### src/logic/bmf_top_note_removed.sv
`timescale 1ns/1ps
`default_nettype none
`default_nettype wire

### src/logic/bmf_pkg.sv
`default_nettype none
package bmf_pkg;

	// ==========================================================
	// Widths and depth
	localparam int WORD_W = 36;
	localparam int HALF_W = 18;
	localparam int BYTE_W = 9;
	localparam int FIFO_DEPTH = 8;
	localparam int CNT_W = 4;
	localparam int OFS_W = 3;
	localparam logic [CNT_W-1:0] DEPTH_CNT = 4'h8;
	localparam logic [CNT_W-1:0] HALF_CNT = 4'h4;

	// ==========================================================
	// Offset field positions on the data buses
	localparam int OFS_EMPTY_LSB = 0;
	localparam int OFS_FULL_LSB = 18;

	// ==========================================================
	// Timing and part counts
	localparam logic [1:0] FT_TRANSITIONS = 2'h3;
	localparam logic [1:0] LAST_PART_36 = 2'h0;
	localparam logic [1:0] LAST_PART_18 = 2'h1;
	localparam logic [1:0] LAST_PART_9 = 2'h3;

	// Defaults indexed by {load select, sel1, sel0}
	localparam logic [7:0][OFS_W-1:0] DEF_OFS = {3'h7, 3'h6, 3'h5, 3'h4, 3'h3, 3'h2, 3'h1, 3'h0};

	// ==========================================================
	// Types
	typedef enum logic [1:0] {WID_36, WID_18, WID_9} bmf_width_t;
	typedef enum logic {FT_IDLE, FT_ARMED} bmf_ft_t;

	typedef struct packed {
		bmf_width_t in_w;
		bmf_width_t out_w;
		logic fall_through;
		logic async_wr;
		logic async_rd;
		logic flag_sync;
		logic little_endian;
	} bmf_cfg_t;

	typedef struct packed {
		logic [OFS_W-1:0] full;
		logic [OFS_W-1:0] empty;
	} bmf_ofs_t;

	// ==========================================================
	// Bus matching helpers
	function automatic logic [1:0] bmf_last_part(input bmf_width_t w);
		case (w)
			WID_18: return LAST_PART_18;
			WID_9: return LAST_PART_9;
			default: return LAST_PART_36;
		endcase
	endfunction

	function automatic logic [1:0] bmf_lane(input bmf_width_t w, input logic [1:0] part,
			input logic little);
		return little ? part : 2'(bmf_last_part(w) - part);
	endfunction

	function automatic logic [WORD_W-1:0] bmf_slice_get(input logic [WORD_W-1:0] word,
			input bmf_width_t w, input logic [1:0] part, input logic little);
		logic [1:0] k;
		logic [WORD_W-1:0] r;
		k = bmf_lane(w, part, little);
		r = '0;
		case (w)
			WID_18: r[HALF_W-1:0] = word[k[0]*HALF_W +: HALF_W];
			WID_9: r[BYTE_W-1:0] = word[k*BYTE_W +: BYTE_W];
			default: r = word;
		endcase
		return r;
	endfunction

	function automatic logic [WORD_W-1:0] bmf_slice_put(input logic [WORD_W-1:0] acc,
			input logic [WORD_W-1:0] din, input bmf_width_t w, input logic [1:0] part,
			input logic little);
		logic [1:0] k;
		logic [WORD_W-1:0] r;
		k = bmf_lane(w, part, little);
		r = acc;
		case (w)
			WID_18: r[k[0]*HALF_W +: HALF_W] = din[HALF_W-1:0];
			WID_9: r[k*BYTE_W +: BYTE_W] = din[BYTE_W-1:0];
			default: r = din;
		endcase
		return r;
	endfunction

endpackage
`default_nettype wire

### src/logic/bmf_top.sv
`timescale 1ns/1ps
`default_nettype none

// ==========================================================
// Storage with mark and rewind
module bmf_fifo #(
	parameter int WIDTH = 36,
	parameter int DEPTH = 8
) (
	// Clock and reset
	input wire logic clk_in,
	input wire logic rst_n_in,
	// Control
	input wire logic clear_in,
	input wire logic mark_in,
	input wire logic rewind_in,
	// Fill side
	input wire logic in_valid_in,
	output logic in_ready_out,
	input wire logic [WIDTH-1:0] in_data_in,
	// Drain side
	output logic out_valid_out,
	input wire logic out_ready_in,
	output logic [WIDTH-1:0] out_data_out,
	output logic [$clog2(DEPTH):0] count_out
);
	localparam int PW = $clog2(DEPTH);
	localparam logic [PW:0] DEPTH_P = (PW+1)'(DEPTH);

	typedef struct packed {
		logic [DEPTH-1:0][WIDTH-1:0] mem;
		logic [PW:0] wr_ptr;
		logic [PW:0] rd_ptr;
		logic [PW:0] mark_ptr;
	} bmf_fifo_st_t;

	bmf_fifo_st_t s_reg;
	bmf_fifo_st_t s_next;

	assign count_out = s_reg.wr_ptr - s_reg.rd_ptr;
	assign in_ready_out = (count_out != DEPTH_P);
	assign out_valid_out = (count_out != '0);
	assign out_data_out = s_reg.mem[s_reg.rd_ptr[PW-1:0]];

	always_comb begin
		s_next = s_reg;
		if (clear_in) begin
			s_next.wr_ptr = '0;
			s_next.rd_ptr = '0;
			s_next.mark_ptr = '0;
		end else begin
			if (in_valid_in && in_ready_out) begin
				s_next.mem[s_reg.wr_ptr[PW-1:0]] = in_data_in;
				s_next.wr_ptr = s_reg.wr_ptr + 1'b1;
			end
			if (mark_in) begin
				s_next.mark_ptr = s_reg.rd_ptr;
			end
			// Rewind only while the marked words cannot have been overwritten
			if (rewind_in && ((s_reg.wr_ptr - s_reg.mark_ptr) <= DEPTH_P)) begin
				s_next.rd_ptr = s_reg.mark_ptr;
			end else if (out_ready_in && out_valid_out) begin
				s_next.rd_ptr = s_reg.rd_ptr + 1'b1;
			end
		end
	end

	always_ff @(posedge clk_in or negedge rst_n_in) begin
		if (!rst_n_in) begin
			s_reg <= '0;
		end else begin
			s_reg <= s_next;
		end
	end
endmodule // bmf_fifo

// ==========================================================
// Bus-matching buffer
// Contract
// [RL1] Write and read port widths 36/18/9 latched from select pins at master reset.
// [RL2] Synchronous write stores a word on write-clock rise with write enable low.
// [RL3] Asynchronous write stores on write strobe rise; enable held low outside.
// [RL4] Synchronous read happens on read-clock rise with read enable low.
// [RL5] Asynchronous read happens on read strobe rise; enable held low outside.
// [RL6] With asynchronous reads user picks standard mode, chip select low, output enable.
// [RL7] Outputs float when sampled chip select or output enable is inactive.
// [RL8] Echo enable and clock follow read data; idle in asynchronous read mode.
// [RL9] Read and write clocks run at any rate independently of each other. Here each level must last at least one clk_in cycle.
// [RL10] Standard mode: first word shows only after an explicit read.
// [RL11] Fall-through: first word shows after three read-clock transitions; later need reads.
// [RL12] Timing mode latched from fall-through/serial pin at master reset.
// [RL13] Primary flags are empty/full or output/input ready; others always work.
// [RL14] Two offsets; one of eight defaults chosen at master reset.
// [RL15] Serial clock rise with serial enable and load select shifts one offset bit.
// [RL16] Write-clock rise with write enable and load select loads offsets in parallel.
// [RL17] Read-clock rise with read enable and load select shows offsets on outputs.
// [RL18] Master reset clears both pointers and latches the mode pins.
// [RL19] Partial reset clears pointers, keeps modes and offsets, flags then update.
// [RL20] Asynchronous flag timing: assert on one port's edge, release on the other's.
// [RL21] Synchronous flag timing: almost-empty on read edges, almost-full on write edges.
// [RL22] Flag timing mode latched from flag mode pin at master reset.
// [RL23] Narrow reads give most significant part first unless endian select high.
// [RL24] Mark records the read location; retransmit low restores the read pointer.
// [RL25] Writes while full and reads while empty are ignored.
// [RL26] Almost flags low when count or free space at or below offset.
module bmf_top import bmf_pkg::*; (
	// Clock and reset
	input wire logic clk_in,
	input wire logic rst_n_in,
	// Resets and configuration straps
	input wire logic master_reset_n_in,
	input wire logic partial_reset_n_in,
	input wire logic input_width_sel_in,
	input wire logic output_width_sel_in,
	input wire logic bus_match_sel_in,
	input wire logic endian_sel_in,
	input wire logic flag_timing_sel_in,
	input wire logic write_port_sync_sel_in,
	input wire logic read_port_sync_sel_in,
	input wire logic default_offset_sel0_in,
	input wire logic default_offset_sel1_in,
	// Write port
	input wire logic write_clock_in,
	input wire logic write_enable_n_in,
	input wire logic write_strobe_in,
	input wire logic [WORD_W-1:0] data_in_in,
	// Read port
	input wire logic read_clock_in,
	input wire logic read_enable_n_in,
	input wire logic read_strobe_in,
	input wire logic read_chip_select_n_in,
	input wire logic output_enable_n_in,
	input wire logic mark_in,
	input wire logic retransmit_n_in,
	// Offset programming
	input wire logic load_select_n_in,
	input wire logic serial_clock_in,
	input wire logic serial_load_enable_n_in,
	input wire logic fall_through_or_serial_in_in,
	// Data out
	output logic [WORD_W-1:0] data_out_out,
	output logic data_out_oe_out,
	output logic echo_read_enable_n_out,
	output logic echo_read_clock_out,
	// Flags, all active low
	output logic empty_flag_n_out,
	output logic full_flag_n_out,
	output logic half_full_flag_n_out,
	output logic almost_empty_flag_n_out,
	output logic almost_full_flag_n_out
);
	typedef struct packed {
		bmf_cfg_t cfg;
		bmf_ofs_t ofs;
		logic [WORD_W-1:0] wr_acc;
		logic [1:0] wr_part;
		logic [WORD_W-1:0] hold;
		logic held;
		logic [1:0] rd_part;
		bmf_ft_t ft;
		logic [1:0] ft_trans;
		logic wclk_d;
		logic wstb_d;
		logic rclk_d;
		logic rstb_d;
		logic sclk_d;
		logic rcs_n;
		logic [WORD_W-1:0] dout;
		logic oe;
		logic echo_read_enable;
		logic echo_read_clock;
		logic ef;
		logic ff;
		logic hf;
		logic almost_empty_flag;
		logic almost_full_flag;
		logic rd_evt_d;
		logic wr_evt_d;
	} bmf_top_st_t;

	bmf_top_st_t s_reg;
	bmf_top_st_t s_next;

	logic wclk_rise;
	logic rclk_rise;
	logic rclk_turn;
	logic sclk_rise;
	logic wr_tick;
	logic rd_tick;
	logic ld;
	logic wr_edge;
	logic rd_edge;
	logic in_reset;
	logic push;
	logic pop;
	logic mark_req;
	logic rewind;
	logic clear;
	logic [WORD_W-1:0] wr_word;
	logic fifo_ready;
	logic fifo_valid;
	logic [WORD_W-1:0] fifo_data;
	logic [CNT_W-1:0] fifo_count;
	logic fifo_full;
	logic ae_cond;
	logic af_cond;

	// ==========================================================
	// Port events; all pins are sampled on clk_in, so each port clock level must last at least one clk_in cycle
	assign wclk_rise = write_clock_in & ~s_reg.wclk_d; // RL9
	assign rclk_rise = read_clock_in & ~s_reg.rclk_d; // RL9
	assign rclk_turn = read_clock_in ^ s_reg.rclk_d;
	assign sclk_rise = serial_clock_in & ~s_reg.sclk_d;
	assign wr_tick = s_reg.cfg.async_wr ? (write_strobe_in & ~s_reg.wstb_d) : wclk_rise;
	assign rd_tick = s_reg.cfg.async_rd ? (read_strobe_in & ~s_reg.rstb_d) : rclk_rise;
	assign ld = ~load_select_n_in;
	assign wr_edge = wr_tick & (s_reg.cfg.async_wr | ~write_enable_n_in); // RL2 RL3
	assign rd_edge = rd_tick & (s_reg.cfg.async_rd | ~read_enable_n_in); // RL4 RL5
	assign in_reset = ~master_reset_n_in | ~partial_reset_n_in;
	assign fifo_full = ~fifo_ready;
	assign ae_cond = (fifo_count <= CNT_W'(s_reg.ofs.empty)); // RL26
	assign af_cond = ((DEPTH_CNT - fifo_count) <= CNT_W'(s_reg.ofs.full)); // RL26

	// ==========================================================
	// Next state
	always_comb begin
		s_next = s_reg;
		push = 1'b0;
		pop = 1'b0;
		mark_req = 1'b0;
		rewind = 1'b0;
		clear = 1'b0;
		wr_word = s_reg.wr_acc;
		s_next.wclk_d = write_clock_in;
		s_next.wstb_d = write_strobe_in;
		s_next.rclk_d = read_clock_in;
		s_next.rstb_d = read_strobe_in;
		s_next.sclk_d = serial_clock_in;
		s_next.rd_evt_d = rd_tick;
		s_next.wr_evt_d = wr_tick;

		// Chip select taken on the read clock, output enable acts directly
		if (rclk_rise) begin
			s_next.rcs_n = read_chip_select_n_in; // RL7
		end
		s_next.oe = ~s_next.rcs_n & ~output_enable_n_in; // RL7

		if (s_reg.cfg.async_rd) begin
			s_next.echo_read_enable = 1'b1; // RL8
			s_next.echo_read_clock = 1'b0; // RL8
		end else begin
			s_next.echo_read_clock = read_clock_in; // RL8
			if (rclk_rise) begin
				s_next.echo_read_enable = read_enable_n_in; // RL8
			end
		end

		// Primary flags change meaning with the timing mode
		if (s_reg.cfg.fall_through) begin
			s_next.ef = ~s_reg.held; // RL13
			s_next.ff = fifo_full; // RL13
		end else begin
			s_next.ef = (fifo_count != '0); // RL13
			s_next.ff = ~fifo_full; // RL13
		end
		s_next.hf = ~(fifo_count > HALF_CNT); // RL13

		// Events are a cycle old so the count already reflects them
		if (s_reg.cfg.flag_sync) begin
			if (s_reg.rd_evt_d) begin
				s_next.almost_empty_flag = ~ae_cond; // RL21
			end
			if (s_reg.wr_evt_d) begin
				s_next.almost_full_flag = ~af_cond; // RL21
			end
		end else begin
			if (s_reg.rd_evt_d && ae_cond) begin
				s_next.almost_empty_flag = 1'b0; // RL20
			end else if (s_reg.wr_evt_d && !ae_cond) begin
				s_next.almost_empty_flag = 1'b1; // RL20
			end
			if (s_reg.wr_evt_d && af_cond) begin
				s_next.almost_full_flag = 1'b0; // RL20
			end else if (s_reg.rd_evt_d && !af_cond) begin
				s_next.almost_full_flag = 1'b1; // RL20
			end
		end

		if (in_reset) begin
			clear = 1'b1; // RL18 RL19
			s_next.wr_part = '0;
			s_next.held = 1'b0;
			s_next.rd_part = '0;
			s_next.ft = FT_IDLE;
			s_next.ft_trans = '0;
			s_next.almost_empty_flag = 1'b0;
			s_next.almost_full_flag = 1'b1;
			if (!master_reset_n_in) begin
				s_next.cfg.in_w = (!bus_match_sel_in || !input_width_sel_in) ? WID_36 :
					(output_width_sel_in ? WID_9 : WID_18); // RL1
				s_next.cfg.out_w = (!bus_match_sel_in || input_width_sel_in) ? WID_36 :
					(output_width_sel_in ? WID_9 : WID_18); // RL1
				// Asynchronous reads cannot fall through
				s_next.cfg.fall_through = fall_through_or_serial_in_in
					& read_port_sync_sel_in; // RL12
				s_next.cfg.async_wr = ~write_port_sync_sel_in;
				s_next.cfg.async_rd = ~read_port_sync_sel_in;
				s_next.cfg.flag_sync = flag_timing_sel_in; // RL22
				s_next.cfg.little_endian = endian_sel_in; // RL23
				s_next.ofs.empty = DEF_OFS[{load_select_n_in, default_offset_sel1_in,
					default_offset_sel0_in}]; // RL14
				s_next.ofs.full = s_next.ofs.empty; // RL14
			end
		end else begin
			// Write port: offsets in parallel, or data into the buffer
			if (wclk_rise && !write_enable_n_in && ld && !s_reg.cfg.async_wr) begin
				s_next.ofs.empty = data_in_in[OFS_EMPTY_LSB +: OFS_W]; // RL16
				s_next.ofs.full = data_in_in[OFS_FULL_LSB +: OFS_W]; // RL16
			end else if (wr_edge && !ld && fifo_ready) begin // RL25
				wr_word = bmf_slice_put(s_reg.wr_acc, data_in_in, s_reg.cfg.in_w,
					s_reg.wr_part, s_reg.cfg.little_endian);
				s_next.wr_acc = wr_word;
				if (s_reg.wr_part == bmf_last_part(s_reg.cfg.in_w)) begin
					push = 1'b1; // RL2 RL3
					s_next.wr_part = '0;
				end else begin
					s_next.wr_part = 2'(s_reg.wr_part + 2'h1);
				end
			end

			if (sclk_rise && !serial_load_enable_n_in && ld) begin
				s_next.ofs = bmf_ofs_t'({s_reg.ofs[2*OFS_W-2:0],
					fall_through_or_serial_in_in}); // RL15
			end

			// Read port
			if (rd_tick && mark_in) begin
				mark_req = 1'b1; // RL24
			end
			if (rd_tick && !retransmit_n_in) begin
				rewind = 1'b1; // RL24
				s_next.held = 1'b0;
				s_next.rd_part = '0;
				s_next.ft_trans = '0;
				s_next.ft = FT_IDLE;
			end else if (rd_edge && ld) begin
				s_next.dout = '0;
				s_next.dout[OFS_EMPTY_LSB +: OFS_W] = s_reg.ofs.empty; // RL17
				s_next.dout[OFS_FULL_LSB +: OFS_W] = s_reg.ofs.full; // RL17
			end else if (s_reg.cfg.fall_through && !s_reg.held) begin
				// First word falls through without a read request
				if (fifo_valid && rclk_turn) begin
					s_next.ft = FT_ARMED;
					s_next.ft_trans = 2'(s_reg.ft_trans + 2'h1);
					if (2'(s_reg.ft_trans + 2'h1) == FT_TRANSITIONS) begin // RL11
						pop = 1'b1;
						s_next.hold = fifo_data;
						s_next.held = 1'b1;
						s_next.rd_part = '0;
						s_next.dout = bmf_slice_get(fifo_data, s_reg.cfg.out_w, 2'h0,
							s_reg.cfg.little_endian); // RL23
						s_next.ft = FT_IDLE;
						s_next.ft_trans = '0;
					end
				end
			end else if (rd_edge) begin // RL10
				if (s_reg.held && s_reg.rd_part != bmf_last_part(s_reg.cfg.out_w)) begin
					s_next.rd_part = 2'(s_reg.rd_part + 2'h1);
					s_next.dout = bmf_slice_get(s_reg.hold, s_reg.cfg.out_w,
						s_next.rd_part, s_reg.cfg.little_endian); // RL23
				end else if (fifo_valid) begin // RL25
					pop = 1'b1; // RL4 RL5
					s_next.hold = fifo_data;
					s_next.held = 1'b1;
					s_next.rd_part = '0;
					s_next.dout = bmf_slice_get(fifo_data, s_reg.cfg.out_w, 2'h0,
						s_reg.cfg.little_endian); // RL23
				end else if (s_reg.cfg.fall_through) begin
					s_next.held = 1'b0;
				end
			end
		end
	end

	always_ff @(posedge clk_in or negedge rst_n_in) begin
		if (!rst_n_in) begin
			s_reg <= '0;
			s_reg.ff <= 1'b1;
			s_reg.hf <= 1'b1;
			s_reg.almost_full_flag <= 1'b1;
			s_reg.echo_read_enable <= 1'b1;
		end else begin
			s_reg <= s_next;
		end
	end

	// ==========================================================
	// Storage; writes that reach a full buffer are dropped
	bmf_fifo #(
		.WIDTH(WORD_W),
		.DEPTH(FIFO_DEPTH)
	) u_fifo (
		.clk_in(clk_in),
		.rst_n_in(rst_n_in),
		.clear_in(clear),
		.mark_in(mark_req),
		.rewind_in(rewind),
		.in_valid_in(push),
		.in_ready_out(fifo_ready),
		.in_data_in(wr_word),
		.out_valid_out(fifo_valid),
		.out_ready_in(pop),
		.out_data_out(fifo_data),
		.count_out(fifo_count)
	);

	assign data_out_out = s_reg.dout;
	assign data_out_oe_out = s_reg.oe;
	assign echo_read_enable_n_out = s_reg.echo_read_enable;
	assign echo_read_clock_out = s_reg.echo_read_clock;
	assign empty_flag_n_out = s_reg.ef;
	assign full_flag_n_out = s_reg.ff;
	assign half_full_flag_n_out = s_reg.hf;
	assign almost_empty_flag_n_out = s_reg.almost_empty_flag;
	assign almost_full_flag_n_out = s_reg.almost_full_flag;
endmodule // bmf_top
`default_nettype wire

### config.mk
export PLATFORM = sky130hd
export DESIGN_NAME = bmf_top
export DESIGN_NICKNAME = d
export VERILOG_FILES = /design/src/logic/bmf_top_note_removed.sv /design/src/logic/bmf_pkg.sv /design/src/logic/bmf_top.sv
export SDC_FILE = /design/constraint.sdc
export NUM_CORES = 1
export LEC_CHECK = 0
export BUFFER_PORTS_ARGS = -buffer_cell sky130_fd_sc_hd__buf_2
export CAP_MARGIN = 20
export CELL_PAD_IN_SITES_DETAIL_PLACEMENT = 1
export CELL_PAD_IN_SITES_GLOBAL_PLACEMENT = 1
export CORE_MARGIN = 3
export CORE_UTILIZATION = 53
export CTS_BUF_LIST = sky130_fd_sc_hd__clkbuf_16
export CTS_CLUSTER_SIZE = 24
export DETAILED_ROUTE_END_ITERATION = 8
export PLACE_DENSITY_LB_ADDON = 0.1
export SYNTH_ARGS = -nofsm -noshare
export SYNTH_HDL_FRONTEND = slang
export SYNTH_SLANG_ARGS = --single-unit
### constraint.sdc
create_clock -name clk_in -period 11.6 [get_ports clk_in]
set_clock_uncertainty 0.15 [all_clocks]
set_input_delay 1.16 -clock clk_in [delete_from_list [all_inputs] [get_ports clk_in]]
set_output_delay 1.16 -clock clk_in [all_outputs]
set_load 0.05 [all_outputs]
==> results.py <==
metrics = {
    "outcome": {
        "outcome": "finished clean",
    },
    "finish": {
        "drive_above_1_share": 0.201,
        "fillers": 4509,
        "n_antenna_cell": 0,
        "nNetsFinal": 2275,
        "mostFrequentLayoutCells": "dfrtp_1, nand2_1, nor2_1",
        "final_common_cell": "dfrtp_1",
        "syn2layout_area_growth_pct": 9.08,
        "largest_reg_flops": 300,
        "postLayoutCellArea_sq_mm": 0.0249,
    },
    "worst_setup_path": {
        "critical_path_peak_fanout": 30,
        "r2r_slack_ps": 6860,
        "cp.arrival_ps": 5150,
        "r2r-start": "s_reg[145]$_DFFE_PN0P_",
        "worstSetupStartpointType": "flip-flop",
        "crit_type": "reg -> reg",
        "crit_path_end_kind": "flip-flop",
        "critPathRequiredTime_ps": 12010,
        "cp-startpoint": "s_reg[145]$_DFFE_PN0P_",
        "r2r-end": "u_fifo.s_reg[29]$_DFFE_PN0P_",
        "reg2reg_depth": 14,
    },
    "global_route": {
        "grt_overflow_total": 0,
        "grt_usage": 0.315,
        "grt_pass1_wl_mm": 110,
        "antenna_found_initial": 0,
        "grt_max_degree": 182,
        "grt_pass1_vias": 18600,
    },
    "placement": {
        "place.port_buffers": 106,
        "post_dp_cell_area_sq_mm": 0.0234,
        "place.gp.congestion": 0.883,
        "dp_slack_ps": 6870,
        "dp.final_hpwl_mm": 47.5,
    },
    "synthesis": {
        "synth_cells": 2179,
        "async_reset_ff_frac": 1.00,
        "yosysWarnings": 0,
        "ys_ff_latch": 446,
        "synth-edff-count": 0,
        "synthAdderAreaFrac": 0.0149,
        "synthSimpleGateAreaFrac": 0.120,
        "synth-xor-area-share": 0.00982,
        "synth_compound_area_frac": 0.153,
        "synth_nets": 2268,
        "netlist-cell-type-count": 79,
        "synth-main-ff-cell": "dfrtp_1",
        "synth_seq_area_share": 0.490,
        "synth.avg_cell_area_sq_um": 10.5,
        "synth_mux_area_frac": 0.162,
        "synth_area_sq_mm": 0.0228,
        "synth_top_family_by_area": "multiplexers",
    },
    "timing": {
        "tns_ps": 0,
        "slew_violations": 0,
        "layout_setup_ws_ps": 6860,
        "setup_viol_count_final": 0,
        "worst_slew_pin_slew_ps": 1130,
        "whs_ps": 330,
        "period_needed_ps": 4740,
        "finalHoldViolations": 0,
        "max_freq_ghz": 0.211,
        "slew_headroom": 0.247,
        "rsz0062_at_grt": "false",
        "finalCritPeriodShare": 0.409,
    },
    "die": {
        "rows": 75,
        "fp.dieH_um": 213,
        "core-area_sq_mm": 0.0422,
        "io_pins": 107,
        "initial_core_util": 0.540,
        "die_w_um": 213,
        "die_area_sq_mm": 0.0456,
    },
    "power": {
        "p_leak_nw": 11.4,
        "p_sw_frac": 0.312,
        "max-vdd-ir-drop_uv": 132,
        "p_int_mw": 2.69,
        "p_comb_frac": 0.179,
        "p_per_area_mw_per_mm2": 158,
        "switching_power_mw": 1.22,
        "p_seq_frac": 0.443,
        "p_clk_frac": 0.379,
    },
    "clocking": {
        "cts-resized-gates": 0,
        "cts_root_buf": "clkbuf_16",
        "cts.path.max_buffers": 3,
        "htreeDepth": 2,
        "postCtsHoldBufs": 0,
        "cts_tree": "yes",
        "cts_buffers": 49,
        "clock_latency_ps": 620,
        "cts_num_sinks": 446,
        "post_cts_buffers": 0,
        "path_clk_slew_ps": 60,
    },
    "worst_hold_path": {
        "hp-class": "reg -> reg",
        "min-delay-start": "u_fifo.s_reg[251]$_DFFE_PN0P_",
        "min_to": "u_fifo.s_reg[251]$_DFFE_PN0P_",
        "holdPathStages": 2,
    },
    "route": {
        "wire_per_inst_um": 25.6,
        "via_per_inst": 6.29,
        "drcViolationCount": 0,
        "first_pass_iters": 6,
        "dr.first_iter.drc_count": 1108,
        "wl_mm": 70.6,
        "ant_nets": 0,
        "via_count": 17400,
    },
    "flow_run": {
        "cap_violations": 0,
    },
}
## area by class of cell
cell class,count,area (sq um),area share
Timing Repair Buffer,138,806,0.0324
Clock buffer,49,1230,0.0493
Sequential cell,446,11200,0.449
Multi-Input combinational cell,1499,10500,0.424
Tap cell,539,674,0.0271
Clock inverter,37,267,0.0107
Inverter,52,195,0.00785
## logic make-up after synthesis
| logic type | count (synthesis) |
|---|---|
| xor+xnor | 24 |
| simple gates | 612 |
| flops | 446 |
| buf+inv | 234 |
| compound gates | 544 |
| mux | 293 |
| fa+ha+maj | 26 |
## power groups by stage
stage	sequential, mW	clock (mW)	combinational (mW)
2_1_floorplan	1.74	0	0.484
5_1_grt	1.74	1.57	0.757
3_3_place_gp	1.75	0	0.670
3_5_place_dp	1.76	0	0.694
4_1_cts	1.73	1.51	0.698
6_report	1.73	1.48	0.700
## worst max-delay path by stage
stage                               endpoint  slack (ps)  cells after the start
3_3_place_gp    u_fifo.s_reg[29]$_DFFE_PN0P_        7010                     15
5_1_grt         u_fifo.s_reg[85]$_DFFE_PN0P_        6480                     14
2_1_floorplan  u_fifo.s_reg[100]$_DFFE_PN0P_        7940                     13
4_1_cts        u_fifo.s_reg[265]$_DFFE_PN0P_        6840                     14
3_5_place_dp    u_fifo.s_reg[53]$_DFFE_PN0P_        6870                     14
6_report        u_fifo.s_reg[29]$_DFFE_PN0P_        6860                     14
## per-stage QoR
step	std cells	utilization	total power, mW
floorplan	2179	-	2.22
global placement	2673	0.554	2.42
detailed placement	2673	0.554	2.45
CTS	2759	0.589	3.94
global route	2760	0.589	4.08
finish	2760	0.589	3.92
## layer usage
metal,vias up,wire [um],GRT usage
li1,7726,-,-
met1,9082,29700,0.405
met2,406,34600,0.536
met3,156,3410,0.0525
met4,0,3010,0.129
met5,-,0,0
## synthesized netlist by cell type (all sizes together) (4+ instances only)
cell | number | area share
o21a | 16 | 0.0053
nand3 | 34 | 0.0075
nand4 | 8 | 0.0025
o211ai | 11 | 0.0036
xnor2 | 14 | 0.0054
nand2b | 18 | 0.0049
or2 | 5 | 0.0014
mux2 | 145 | 0.072
a21oi | 157 | 0.034
a221oi | 10 | 0.0038
o221ai | 13 | 0.0050
a221o | 4 | 0.0018
dfrtp | 442 | 0.49
a31oi | 7 | 0.0022
o21ai | 157 | 0.035
nor3b | 5 | 0.0016
a222oi | 4 | 0.0018
and2 | 28 | 0.0078
nor2b | 15 | 0.0041
nand2 | 296 | 0.049
buf | 109 | 0.030
o31ai | 41 | 0.014
mux4 | 46 | 0.045
dfstp | 4 | 0.0046
nor3 | 8 | 0.0024
a2bb2oi | 4 | 0.0026
inv | 50 | 0.0082
clkbuf | 73 | 0.012
a22o | 14 | 0.0054
xor2 | 9 | 0.0035
nor4 | 7 | 0.0043
ha | 24 | 0.013
and3 | 10 | 0.0027
o22ai | 11 | 0.0030
a32o | 6 | 0.0026
a211oi | 19 | 0.0063
nor2 | 167 | 0.028
mux2i | 102 | 0.045
a22oi | 44 | 0.017
a21o | 12 | 0.0040
## critical path: stages, from the launching register on
cell and delay, ps:
dfrtp_1 370, inv_1 50, ha_1 290, buf_4 260, ha_1 400, nor2_1 100
nor2_4 700, clkinv_1 520, ha_1 390, o21ai_0 480, a22o_1 230, a22oi_1 110
o21a_1 330, inv_2 130, mux2_2 160
(Power assumes the default switching activity.)
